--- src/fpec_pkg.sv ---
package fpec_pkg;
  // Register byte offsets on the bus
  localparam logic [7:0] OFS_CTRL = 8'h00;
  localparam logic [7:0] OFS_PROT = 8'h04;
  localparam logic [7:0] OFS_ADDR = 8'h08;
  localparam logic [7:0] OFS_DATA = 8'h0C;
  localparam logic [7:0] OFS_STAT = 8'h10;
  // Control field positions
  localparam int BIT_HV = 3;
  localparam int BIT_MASS = 2;
  localparam int BIT_ERASE = 1;
  localparam int BIT_PROG = 0;
  // Protect byte value and geometry
  localparam logic [7:0] PROT_OPEN = 8'hFF;
  localparam logic [7:0] PROT_RESET = 8'hFF;
  localparam logic [15:0] PROT_BYTE_ADDR = 16'hFF80;
  localparam logic [15:0] ADDR_RESET = 16'h8000;
  localparam int PAGE_LSB = 7;
  localparam int ROW_LSB = 6;
  // Sequence states, one-hot
  typedef enum logic [3:0] {
    ST_IDLE = 4'b0001,
    ST_SEL = 4'b0010,
    ST_PREAD = 4'b0100,
    ST_LATCH = 4'b1000
  } fpec_state_type;
  // Commands toward the array macro
  typedef struct packed {
    logic [15:0] addr;
    logic [7:0] data;
    logic prog_strobe;
    logic erase_strobe;
    logic mass;
  } fpec_cmd_type;
  // Analog enables
  typedef struct packed {
    logic pump_on;
    logic hv_to_array;
  } fpec_hv_type;
endpackage : fpec_pkg

--- src/fpec_top.sv ---
//////////////////////////////////////////////////////////////////////////////
// Contract
// - High voltage only settable with program or erase set and steps done
// - High voltage bit drives charge pump and array high voltage together
// - Mass select bit chooses whole-array erase
// - Erase and program selects never both one; a write setting both fails
// - Program select bit chooses program operation
// - Protect byte changes only through a flash program sequence; here a mass or top-page erase also sets it to FF
// - Start address is one, protect byte, seven zeros
// - Protected from start address up to FFFF, on page boundaries
// - FF protects nothing, 00 protects from 8000 upward
// - Each decrement adds a page; FE protects FF00 to FFFF
// - High voltage refused when target address is protected
// - Mass erase blocked unless protect byte is FF
// - Program rows are 64 aligned bytes
// - Erasing the top page erases the protect byte too
// - Erased bits read one; programming only clears bits
//
// The AHB-Lite interface to the registers and the address map were left to the implementer.
module fpec_top (
  // Clock and reset
  input wire logic ref_clk,
  input wire logic resetn,
  // AHB-Lite slave
  input wire logic hsel,
  input wire logic [31:0] haddr,
  input wire logic [1:0] htrans,
  input wire logic hwrite,
  input wire logic [2:0] hsize,
  input wire logic [31:0] hwdata,
  input wire logic hready,
  output logic hreadyout,
  output logic hresp,
  output logic [31:0] hrdata,
  // Array macro side
  output fpec_pkg::fpec_cmd_type arr_cmd,
  output fpec_pkg::fpec_hv_type hv_out
);
  logic wr_pend_ff;
  logic rd_pend_ff;
  logic [7:0] ofs_ff;
  logic hv_ff;
  logic mass_ff;
  logic erase_ff;
  logic prog_ff;
  logic [7:0] prot_ff;
  logic [15:0] addr_ff;
  logic [15:0] latch_ff;
  logic row_err_ff;
  logic [31:0] hrdata_ff;
  logic hreadyout_ff;
  fpec_pkg::fpec_state_type st_ff;
  fpec_pkg::fpec_state_type nxt_st;
  fpec_pkg::fpec_cmd_type cmd_ff;
  fpec_pkg::fpec_hv_type hv_out_ff;
  logic wr_ctrl;
  logic wr_addr;
  logic wr_data;
  logic rd_prot;
  logic [15:0] prot_start;
  logic tgt_prot;
  logic wr_prot;
  logic blocked;
  logic hv_ok;
  logic nxt_hv;
  logic both_sel;
  logic [31:0] rdata;

  //////////////////////////////////////////////////////////////////////////////
  // Bus front end: writes take no wait, reads one so data sees prior writes
  always_ff @(posedge ref_clk) begin
    if (!resetn) begin
      wr_pend_ff <= 1'b0;
      rd_pend_ff <= 1'b0;
      ofs_ff <= 8'h00;
      hreadyout_ff <= 1'b1;
      hrdata_ff <= 32'h0000_0000;
    end else begin
      wr_pend_ff <= 1'b0;
      if (rd_pend_ff) begin
        rd_pend_ff <= 1'b0;
        hreadyout_ff <= 1'b1;
        hrdata_ff <= rdata;
      end else if (hready && hsel && htrans[1]) begin
        ofs_ff <= haddr[7:0];
        wr_pend_ff <= hwrite;
        rd_pend_ff <= !hwrite;
        hreadyout_ff <= hwrite;
      end
    end
  end

  assign hreadyout = hreadyout_ff;
  assign hresp = 1'b0;
  assign hrdata = hrdata_ff;

  // Data-phase strobes
  assign wr_ctrl = wr_pend_ff && (ofs_ff == fpec_pkg::OFS_CTRL);
  assign wr_addr = wr_pend_ff && (ofs_ff == fpec_pkg::OFS_ADDR);
  assign wr_data = wr_pend_ff && (ofs_ff == fpec_pkg::OFS_DATA);
  assign rd_prot = rd_pend_ff && (ofs_ff == fpec_pkg::OFS_PROT);

  //////////////////////////////////////////////////////////////////////////////
  // Protection window from the stored byte
  assign prot_start = {1'b1, prot_ff, 7'h00};
  // FE yields FF00 naturally, FF would be FF80 so it is excluded
  assign tgt_prot = (prot_ff != fpec_pkg::PROT_OPEN) && (latch_ff >= prot_start);
  assign wr_prot = (prot_ff != fpec_pkg::PROT_OPEN) && (addr_ff >= prot_start);
  // Mass erase needs a fully open array
  assign blocked = mass_ff && erase_ff ? (prot_ff != fpec_pkg::PROT_OPEN) : tgt_prot;

  // High voltage gate: select already set, steps done, target open
  assign hv_ok = (prog_ff || erase_ff) && (st_ff == fpec_pkg::ST_LATCH) && !blocked;
  assign both_sel = hwdata[fpec_pkg::BIT_ERASE] && hwdata[fpec_pkg::BIT_PROG];
  // Once on, high voltage may be kept or dropped freely
  assign nxt_hv = hv_ff ? hwdata[fpec_pkg::BIT_HV] : (hwdata[fpec_pkg::BIT_HV] && hv_ok);

  //////////////////////////////////////////////////////////////////////////////
  // Control register
  always_ff @(posedge ref_clk) begin
    if (!resetn) begin
      hv_ff <= 1'b0;
      mass_ff <= 1'b0;
      erase_ff <= 1'b0;
      prog_ff <= 1'b0;
    end else if (wr_ctrl) begin
      hv_ff <= nxt_hv;
      mass_ff <= hwdata[fpec_pkg::BIT_MASS];
      // Both-set write keeps the old selects
      if (!both_sel) begin
        erase_ff <= hwdata[fpec_pkg::BIT_ERASE];
        prog_ff <= hwdata[fpec_pkg::BIT_PROG];
      end
    end
  end

  // Analog enables follow the bit, registered
  always_ff @(posedge ref_clk) begin
    if (!resetn) begin
      hv_out_ff <= '0;
    end else begin
      hv_out_ff.pump_on <= hv_ff;
      hv_out_ff.hv_to_array <= hv_ff;
    end
  end
  assign hv_out = hv_out_ff;

  //////////////////////////////////////////////////////////////////////////////
  // Sequence tracker: select, protect read, array write
  always_comb begin
    nxt_st = st_ff;
    unique case (st_ff)
      fpec_pkg::ST_IDLE: begin
        if (prog_ff || erase_ff) nxt_st = fpec_pkg::ST_SEL;
      end
      fpec_pkg::ST_SEL: begin
        if (rd_prot) nxt_st = fpec_pkg::ST_PREAD;
      end
      fpec_pkg::ST_PREAD: begin
        if (wr_data) nxt_st = fpec_pkg::ST_LATCH;
      end
      fpec_pkg::ST_LATCH: begin
        nxt_st = fpec_pkg::ST_LATCH;
      end
      default: begin
        nxt_st = fpec_pkg::ST_IDLE;
      end
    endcase
    // Sequence ends once both select and high voltage are off
    if (!prog_ff && !erase_ff && !hv_ff) nxt_st = fpec_pkg::ST_IDLE;
  end

  always_ff @(posedge ref_clk) begin
    if (!resetn) st_ff <= fpec_pkg::ST_IDLE;
    else st_ff <= nxt_st;
  end

  //////////////////////////////////////////////////////////////////////////////
  // Address register and latched target
  always_ff @(posedge ref_clk) begin
    if (!resetn) begin
      addr_ff <= fpec_pkg::ADDR_RESET;
      latch_ff <= fpec_pkg::ADDR_RESET;
    end else begin
      if (wr_addr) addr_ff <= hwdata[15:0];
      if (wr_data && st_ff == fpec_pkg::ST_PREAD) latch_ff <= addr_ff;
    end
  end

  // Row check: byte writes must stay in the latched 64-byte row
  always_ff @(posedge ref_clk) begin
    if (!resetn) begin
      row_err_ff <= 1'b0;
    end else if (st_ff == fpec_pkg::ST_IDLE) begin
      row_err_ff <= 1'b0;
    end else if (wr_data && hv_ff && prog_ff &&
                 addr_ff[15:fpec_pkg::ROW_LSB] != latch_ff[15:fpec_pkg::ROW_LSB]) begin
      row_err_ff <= 1'b1;
    end
  end

  //////////////////////////////////////////////////////////////////////////////
  // Array commands: program strobes per byte, erase strobe on rising HV
  always_ff @(posedge ref_clk) begin
    if (!resetn) begin
      cmd_ff <= '0;
    end else begin
      cmd_ff.prog_strobe <= 1'b0;
      cmd_ff.erase_strobe <= 1'b0;
      if (wr_data && hv_ff && prog_ff && !wr_prot) begin
        cmd_ff.prog_strobe <= 1'b1;
        cmd_ff.addr <= addr_ff;
        cmd_ff.data <= hwdata[7:0];
      end else if (wr_ctrl && !hv_ff && nxt_hv && erase_ff) begin
        cmd_ff.erase_strobe <= 1'b1;
        cmd_ff.addr <= latch_ff;
        cmd_ff.mass <= mass_ff;
      end
    end
  end
  assign arr_cmd = cmd_ff;

  //////////////////////////////////////////////////////////////////////////////
  // Stored protect byte: changed only by array program or erase
  always_ff @(posedge ref_clk) begin
    if (!resetn) begin
      prot_ff <= fpec_pkg::PROT_RESET;
    end else if (wr_data && hv_ff && prog_ff && !wr_prot &&
                 addr_ff == fpec_pkg::PROT_BYTE_ADDR) begin
      prot_ff <= prot_ff & hwdata[7:0];
    end else if (wr_ctrl && !hv_ff && nxt_hv && erase_ff &&
                 (mass_ff || latch_ff[15:fpec_pkg::PAGE_LSB] ==
                  fpec_pkg::PROT_BYTE_ADDR[15:fpec_pkg::PAGE_LSB])) begin
      prot_ff <= fpec_pkg::PROT_OPEN;
    end
  end

  //////////////////////////////////////////////////////////////////////////////
  // Read mux; unmapped offsets read zero
  always_comb begin
    rdata = 32'h0000_0000;
    unique case (ofs_ff)
      fpec_pkg::OFS_CTRL: rdata[3:0] = {hv_ff, mass_ff, erase_ff, prog_ff};
      fpec_pkg::OFS_PROT: rdata[7:0] = prot_ff;
      fpec_pkg::OFS_ADDR: rdata[15:0] = addr_ff;
      fpec_pkg::OFS_STAT: rdata[5:0] = {row_err_ff, blocked, st_ff};
      default: rdata = 32'h0000_0000;
    endcase
  end
endmodule : fpec_top

--- config.mk ---
export PLATFORM = sky130hd
export DESIGN_NAME = fpec_top
export DESIGN_NICKNAME = d
export VERILOG_FILES = /design/src/fpec_pkg.sv /design/src/fpec_top.sv
export SDC_FILE = /design/constraint.sdc
export NUM_CORES = 1
export LEC_CHECK = 0
export BUFFER_PORTS_ARGS = -buffer_cell sky130_fd_sc_hd__buf_2
export CAP_MARGIN = 20
export CELL_PAD_IN_SITES_DETAIL_PLACEMENT = 1
export CELL_PAD_IN_SITES_GLOBAL_PLACEMENT = 1
export CORE_MARGIN = 2
export CORE_UTILIZATION = 25
export CTS_BUF_LIST = sky130_fd_sc_hd__clkbuf_2
export DETAILED_ROUTE_END_ITERATION = 7
export PLACE_DENSITY = 0.57
export SKIP_CTS_REPAIR_TIMING = 1
export SLEW_MARGIN = 25
export SYNTH_ARGS = -nofsm -noshare
export SYNTH_HDL_FRONTEND = slang
export SYNTH_SLANG_ARGS = --single-unit
--- constraint.sdc ---
create_clock -name ref_clk -period 2.89 [get_ports ref_clk]
set_input_delay 0.4335 -clock ref_clk [delete_from_list [all_inputs] [get_ports ref_clk]]
set_output_delay 0.4335 -clock ref_clk [all_outputs]
set_load 0.02 [all_outputs]
==> key figures, run 1 <==
Pwr
  – Int Pwr: ~1.8 mW
  – Switching fraction of total power: between 20% and 30%
  – Gate power share: 6.1%
  – Sequential power share: approximately 61%
  – Psw: roughly 0.62 mW
  – Total power after layout: approximately 2.4 mW
  – Worst vdd ir: 0.000145 V
  – Cell leakage power: 2.43 nW
  – Power Dens Cells: approximately 400 nW/um^2
  – Clk pwr share: between 30% and 40%

Synth
  – Async SR Flop Fraction: 0%
  – Synth area leader: dfxtp_1
  – Yosys warns: 0
  – Synthesized instance count: just under 600
  – Mapped Avg Cell Area: between 8 and 9 um^2
  – Synth Flop Type: dfxtp_1
  – Seq cells post-synth: about 100
  – Synth Cell Area: ~5000 um^2
  – Sequential area share after synthesis: about two fifths
  – Ranking of synthesized cells by area: dfxtp_1 41%, nand3_1 6.0%, nand2_1 5.5%, a21oi_1 4.8%, mux2i_1 4.6%
  – Post-synth EDFFs: 0
  – Synth top area share: ~41%
  – Yosys cell types: 54

Critical path
  – Worst setup EP type: flop
  – CP cell instances: inv_1, ha_1, a21o_1, a22oi_1, and4_1, a221oi_2, buf_4, nor2_1, o211ai_1
  – WP data required: approximately 3.4 ns
  – Worst-path fanout max: 9
  – Crit path launch type: flop
  – CP Class: flop to flop
  – Crit-path max cell delay: between 0.4 and 0.5 ns
  – Worst EP arrival: ~3.1 ns
  – Reg2Reg Setup Slack: between 0.3 and 0.4 ns
  – Top delay family on crit path: compound AO/OA/AOI/OAI gates
  – Slowest-stage cell, CP: dfxtp_1
  – CP bufs+invs: 2

CTS
  – Clock Sinks: about 100
  – H-Tree Depth: 3
  – Skew-Pair Late Insertion Delay: between 0.6 and 0.7 ns
  – Num CTS Buffers: 9
  – CTS tree: built
  – Clk slew on worst S/H paths: around 0.3 ns
  – Root buf cell: clkbuf_2
  – Largest buffer count on any clock path: 2

Timing
  – Least-Margin Pin Slew: a little under 0.7 ns
  – Period utilization: just under 90%
  – # setup viols final: 0
  – Clock period minus final worst setup slack: 2.58 ns
  – Final TNS setup: 0 ns
  – Fin. Hold Viols: 0
  – Min Hold Slack: around 0.034 ns
  – FMAX: just under 400 MHz
  – Max-slew violations: 0
  – Max-slew headroom: a little over half
  – RSZ-0062 raised after global routing: false
  – Clock Skew: 0.0472 ns

Placement
  – RD Place Congestion: 0.874
  – # port buffers: 75
  – Detailed placer's ending HPWL: approximately 13,000 um

Flow run
  – Max-Cap Viols: 0

Global routing
  – Total GRT Usage: between 10% and 20%
  – Pin count of the biggest net entering global routing: 38
  – Grt ovf: 0
  – First-pass GRT wire length: around 26,000 um
  – Number of global-route vias before repair: approximately 4,700
  – Initial antenna violation count: 1

Route
  – Drt wl/cell: between 15 and 20 um
  – Antenna Violating Nets Remaining: 0
  – Total Wirelength: about 17,000 um
  – Post-DR vias/cell: around 5
  – DRC viols: 0
  – 1st-pass router iterations: 4
  – Vias: 4,707
  – Starting DRT DRC Count: around 210

Die
  – Die Area: 21,300 um^2
  – Die width: roughly 150 um
  – Core box area: 19,700 um^2
  – I/O pins: between 100 and 150
  – FP Rows: 51
  – Initial Utilization: between 20% and 30%
  – Die height: ~150 um

Final layout
  – Filler cells: roughly 2,400
  – Ratio of cells with drive above 1 in the final layout: approximately a fifth
  – Area delta synth->final: 18.1%
  – Area occupied by registers: approximately 2100 um^2
  – Area of the multi-input gates: 2690 um^2
  – Nets@finish: between 700 and 800

Run status
  – Run status: completed

Hold path
  – Worst min-delay path class: primary input to flop
## power by group through the flow
stage,clock [mW],combinational (mW),sequential (mW)
after floorplan,0,0.0995,1.48
after global placement,0,0.132,1.48
after detailed placement,0,0.135,1.48
after CTS,0.823,0.135,1.46
after global routing,0.871,0.158,1.46
final,0.791,0.147,1.46
## metrics by stage
step,cell area (um^2),cells,util (%),setup WS [ns]
2_1_floorplan,5110,611,-,0.578
3_3_place_gp,5720,924,29.1,0.00691
3_5_place_dp,5730,924,29.1,0.225
4_1_cts,5860,939,29.8,0.165
5_1_grt,5960,950,30.3,0.119
6_report,5960,950,30.3,0.307
## path summary, 6_finish.rpt
| path | from | cells after the start | to |
|---|---|---|---|
| setup / recovery | prot_ff[7]$_SDFFE_PN1P_ | 9 | arr_cmd[25]$_SDFFE_PN0P_ |
| hold reg to reg | arr_cmd[4]$_SDFFE_PN0P_ | 2 | arr_cmd[4]$_SDFFE_PN0P_ |
| setup reg to reg | prot_ff[7]$_SDFFE_PN1P_ | 9 | arr_cmd[25]$_SDFFE_PN0P_ |
| hold / removal | hwdata[11] | 3 | addr_ff[11]$_SDFFE_PN0P_ |
## placed cells by master, fill, tap and decap left out, types with 14 or more instances in the layout
cell type,synthesis,final
mux2i_1,23,23
nor2_1,40,39
buf_2,9,75
ha_1,16,16
nand3_1,61,61
dfxtp_1,104,104
nand2_1,74,74
conb_1,1,17
buf_4,18,28
o21ai_0,14,14
a21oi_1,48,48
## logic make-up after synthesis
family / synth area share (%)
and+or+nand+nor: 24.8
AOI/OAI and AO/OA: 16.4
DFF: 41.2
buffers and inverters: 6.99
muxes: 4.56
adders and majority gates: 3.97
xor gates and xnor gates: 1.91
other: 0.0743
## flip-flops by register name, indices dropped and copies added, names as in the netlist, 4 cells and up
signal    flops
arr_cmd      27
st_ff         4
addr_ff      16
ofs_ff        8
hrdata       16
prot_ff       8
latch_ff     16
## worst min-delay path, stage by stage
cell and delay [ns]:
buf_2 0.10, nand3_1 0.06, a21oi_1 0.06
## cell usage after synthesis, types with 6 or more instances
library cell and instances:
nand3_1 61, o211ai_1 13, nor3_1 12, buf_4 18
nand2_1 74, o21ai_0 14, a21oi_1 48, xor2_1 8
nor2_1 40, o2bb2ai_1 9, mux2i_1 23, a31oi_1 8
inv_1 11, and3_1 9, dfxtp_1 104, a22o_1 6
ha_1 16, nand4_1 12, clkbuf_1 22, buf_2 9
nand2b_1 10
## metal layers
metal	share of wire (%)	global-route usage [%]
met5	0	0
met4	1.6	4.37
met2	48	26.4
met3	4.2	2.91
met1	46	20.4
## area by class of cell
type                            count  share of cell area, %
Clock buffer                        9                  0.755
Tap cell                          265                   5.56
Inverter                           12                  0.755
Clock inverter                      6                   1.43
Antenna cell                        1                 0.0420
Multi-Input combinational cell    440                   45.1
Timing Repair Buffer              113                   11.5
Sequential cell                   104                   34.9
Power figures use the tool's default switching activity.
==> inputs of run 2 (changes only) <==
--- a/config.mk
+++ b/config.mk
@@ -13,9 +13,11 @@
 export CORE_UTILIZATION = 25
 export CTS_BUF_LIST = sky130_fd_sc_hd__clkbuf_2
 export DETAILED_ROUTE_END_ITERATION = 7
+export GPL_TIMING_DRIVEN = 0
 export PLACE_DENSITY = 0.57
+export RECOVER_POWER = 25
 export SKIP_CTS_REPAIR_TIMING = 1
-export SLEW_MARGIN = 25
+export SLEW_MARGIN = 20
 export SYNTH_ARGS = -nofsm -noshare
 export SYNTH_HDL_FRONTEND = slang
 export SYNTH_SLANG_ARGS = --single-unit
==> run 2 against run 1 <==
Net effect: worst setup slack worse by 0.17 ns; utilization rose by 0.31 points; final cell count is 3.1% higher; fmax fell by 6.1%; hold slack got worse by 0.014 ns; power shrank 3.0%; critical path depth unchanged; clock skew decreased by 0.0045 ns; die area unchanged; design area increased by 1.0%; register-to-register slack got worse by 0.17 ns; combinational power is 20% higher; critical path type unchanged; highest routed layer unchanged.
==> key figures, run 2 (synthesis gave the netlist of run 1 again) <==
Final layout
  – Area delta synth->final: 19.4% (was 18.1%)
  – Area occupied by registers: 2080 um^2 (about the same)
  – Area of the multi-input gates: 2690 um^2 (about the same)
  – Filler cells: 2,449 (was 2,363)
  – Final core occ: 30.7% (was 30.3%)
  – Post-layout instance area: 6030 um^2 (was 5960 um^2)
  – Largest register FFs: 27 (unchanged)
  – Fin cells: 979 (was 950)
  – Nets@finish: 798 (was 770)
  – Most frequent cells in the layout: 103 x dfxtp_1, 74 x nand2_1, 62 x buf_2 (was 104 x dfxtp_1, 75 x buf_2, 74 x nand2_1)
  – Commonest non-fill, non-tap cell in the layout: dfxtp_1 (unchanged)
  – Ratio of cells with drive above 1 in the final layout: 16.1% (was 18.9%)

Die
  – Core box area: 19,700 um^2 (unchanged)
  – Die width: 146 um (unchanged)
  – Initial Utilization: 25.7% (unchanged)
  – Die Area: 21,300 um^2 (unchanged)
  – Die height: 146 um (unchanged)
  – FP Rows: 51 (unchanged)
  – I/O pins: 137 (unchanged)

Timing
  – Max-slew headroom: 42.5% (was 54.5%)
  – RSZ-0062 raised after global routing: true (was false)
  – FMAX: 363 MHz (was 387 MHz)
  – Max-slew violations: 0 (unchanged)
  – Clock period minus final worst setup slack: 2.75 ns (was 2.58 ns)
  – Clock Skew: 0.0427 ns (was 0.0472 ns)
  – Fin. Hold Viols: 0 (unchanged)
  – # setup viols final: 0 (unchanged)
  – Period utilization: 95.2% (was 89.4%)
  – Least-Margin Pin Slew: 0.859 ns (was 0.679 ns)

Pwr
  – Cell leakage power: 2.37 nW (was 2.43 nW)
  – Total power after layout: 2.32 mW (was 2.39 mW)
  – Power Dens Cells: 385 nW/um^2 (was 401 nW/um^2)
  – Worst vdd ir: 0.000128 V (was 0.000145 V)

Global routing
  – Total GRT Usage: 16.7% (was 15.6%)
  – Initial antenna violation count: 1 (unchanged)
  – First-pass GRT wire length: 28,000 um (was 26,500 um)
  – Number of global-route vias before repair: 4,995 (was 4,735)
  – Pin count of the biggest net entering global routing: 16 (was 38)
  – Grt ovf: 0 (unchanged)

Route
  – Antenna Violating Nets Remaining: 0 (unchanged)
  – Total Wirelength: 17,900 um (was 16,900 um)
  – Starting DRT DRC Count: 294 (was 212)
  – Post-DR vias/cell: 4.89 (was 4.95)
  – 1st-pass router iterations: 4 (unchanged)
  – Vias: 4,786 (was 4,707)
  – DRC viols: 0 (unchanged)
  – Drt wl/cell: 18.3 um (was 17.7 um)

CTS
  – Num CTS Buffers: 9 (unchanged)
  – Root buf cell: clkbuf_2 (unchanged)
  – Clk slew on worst S/H paths: 0.26 ns (was 0.30 ns)
  – Skew-Pair Late Insertion Delay: 0.65 ns (was 0.63 ns)
  – Clock Sinks: 104 (unchanged)
  – Largest buffer count on any clock path: 2 (unchanged)
  – H-Tree Depth: 3 (unchanged)
  – CTS tree: built (unchanged)

Flow run
  – Max-Cap Viols: 0 (unchanged)

Placement
  – # port buffers: 75 (unchanged)
  – Placed Instances: 951 (was 924)
  – Detailed placer's ending HPWL: 13,800 um (was 12,800 um)
  – RD Place Congestion: 0.942 (was 0.874)
  – DP Area: 5820 um^2 (was 5730 um^2)

Critical path
  – WP data required: 3.47 ns (was 3.43 ns)
  – Worst EP arrival: 3.33 ns (was 3.13 ns)
  – CP Class: flop to flop (unchanged)
  – Crit path launch type: flop (unchanged)
  – Worst setup EP type: flop (unchanged)
  – Worst-path fanout max: 10 (was 9)

Run status
  – Run status: completed (unchanged)

Hold path
  – Worst min-delay path class: primary input to flop (unchanged)
## run 2: per-stage QoR
step | hold slack (ns) | worst slack (ns) | setup TNS (ns)
floorplan | 0.436 | 0.578 | 0
global placement | 0.437 | -0.242 | -1.87
detailed placement | 0.453 | -0.378 | -2.81
CTS | -0.0578 | -0.394 | -3.11
global route | 0.000176 | -0.0502 | -0.208
finish | 0.0201 | 0.139 | 0
## run 2: power breakdown
group,switching [mW],internal [mW]
Combinational,0.114,0.0617
Clock,0.489,0.206
Sequential,0.00555,1.45
## run 2: final timing paths
path / from / to / slack (ns) / depth (start not counted)
min reg2reg: arr_cmd[3]$_SDFFE_PN0P_ / arr_cmd[3]$_SDFFE_PN0P_ / 0.48 / 2
max: latch_ff[7]$_SDFFE_PN0P_ / arr_cmd[24]$_SDFFE_PN0P_ / 0.14 / 9
max reg2reg: latch_ff[7]$_SDFFE_PN0P_ / arr_cmd[24]$_SDFFE_PN0P_ / 0.14 / 9
min: haddr[5] / ofs_ff[5]$_SDFFE_PN0P_ / 0.02 / 3
## run 2: final cells by class
class,instances,share of cell area (%)
Timing Repair Buffer,86,7.56
Sequential cell,104,34.6
Clock inverter,4,0.748
Inverter,12,0.748
Tap cell,265,5.50
Clock buffer,12,0.997
Multi-Input combinational cell,440,44.7
Antenna cell,1,0.0415
Buffer,55,5.13
## run 2: per-layer routing
metal	share of wire [%]	up-vias	wire length, um	GRT usage, %
li1	-	2330	-	-
met1	46	2337	8160	21.8
met2	48	98	8650	28.0
met3	4.3	21	769	3.06
met4	1.9	0	337	5.34
met5	0	-	0	0
## run 2: critical path: stages (launching register included)
cell,delay (ns)
dfxtp_1,0.46
inv_1,0.10
ha_1,0.30
nor4b_1,0.23
nand2_1,0.10
a21o_1,0.21
a221oi_2,0.63
buf_2,0.36
o211ai_1,0.13
a31oi_1,0.19
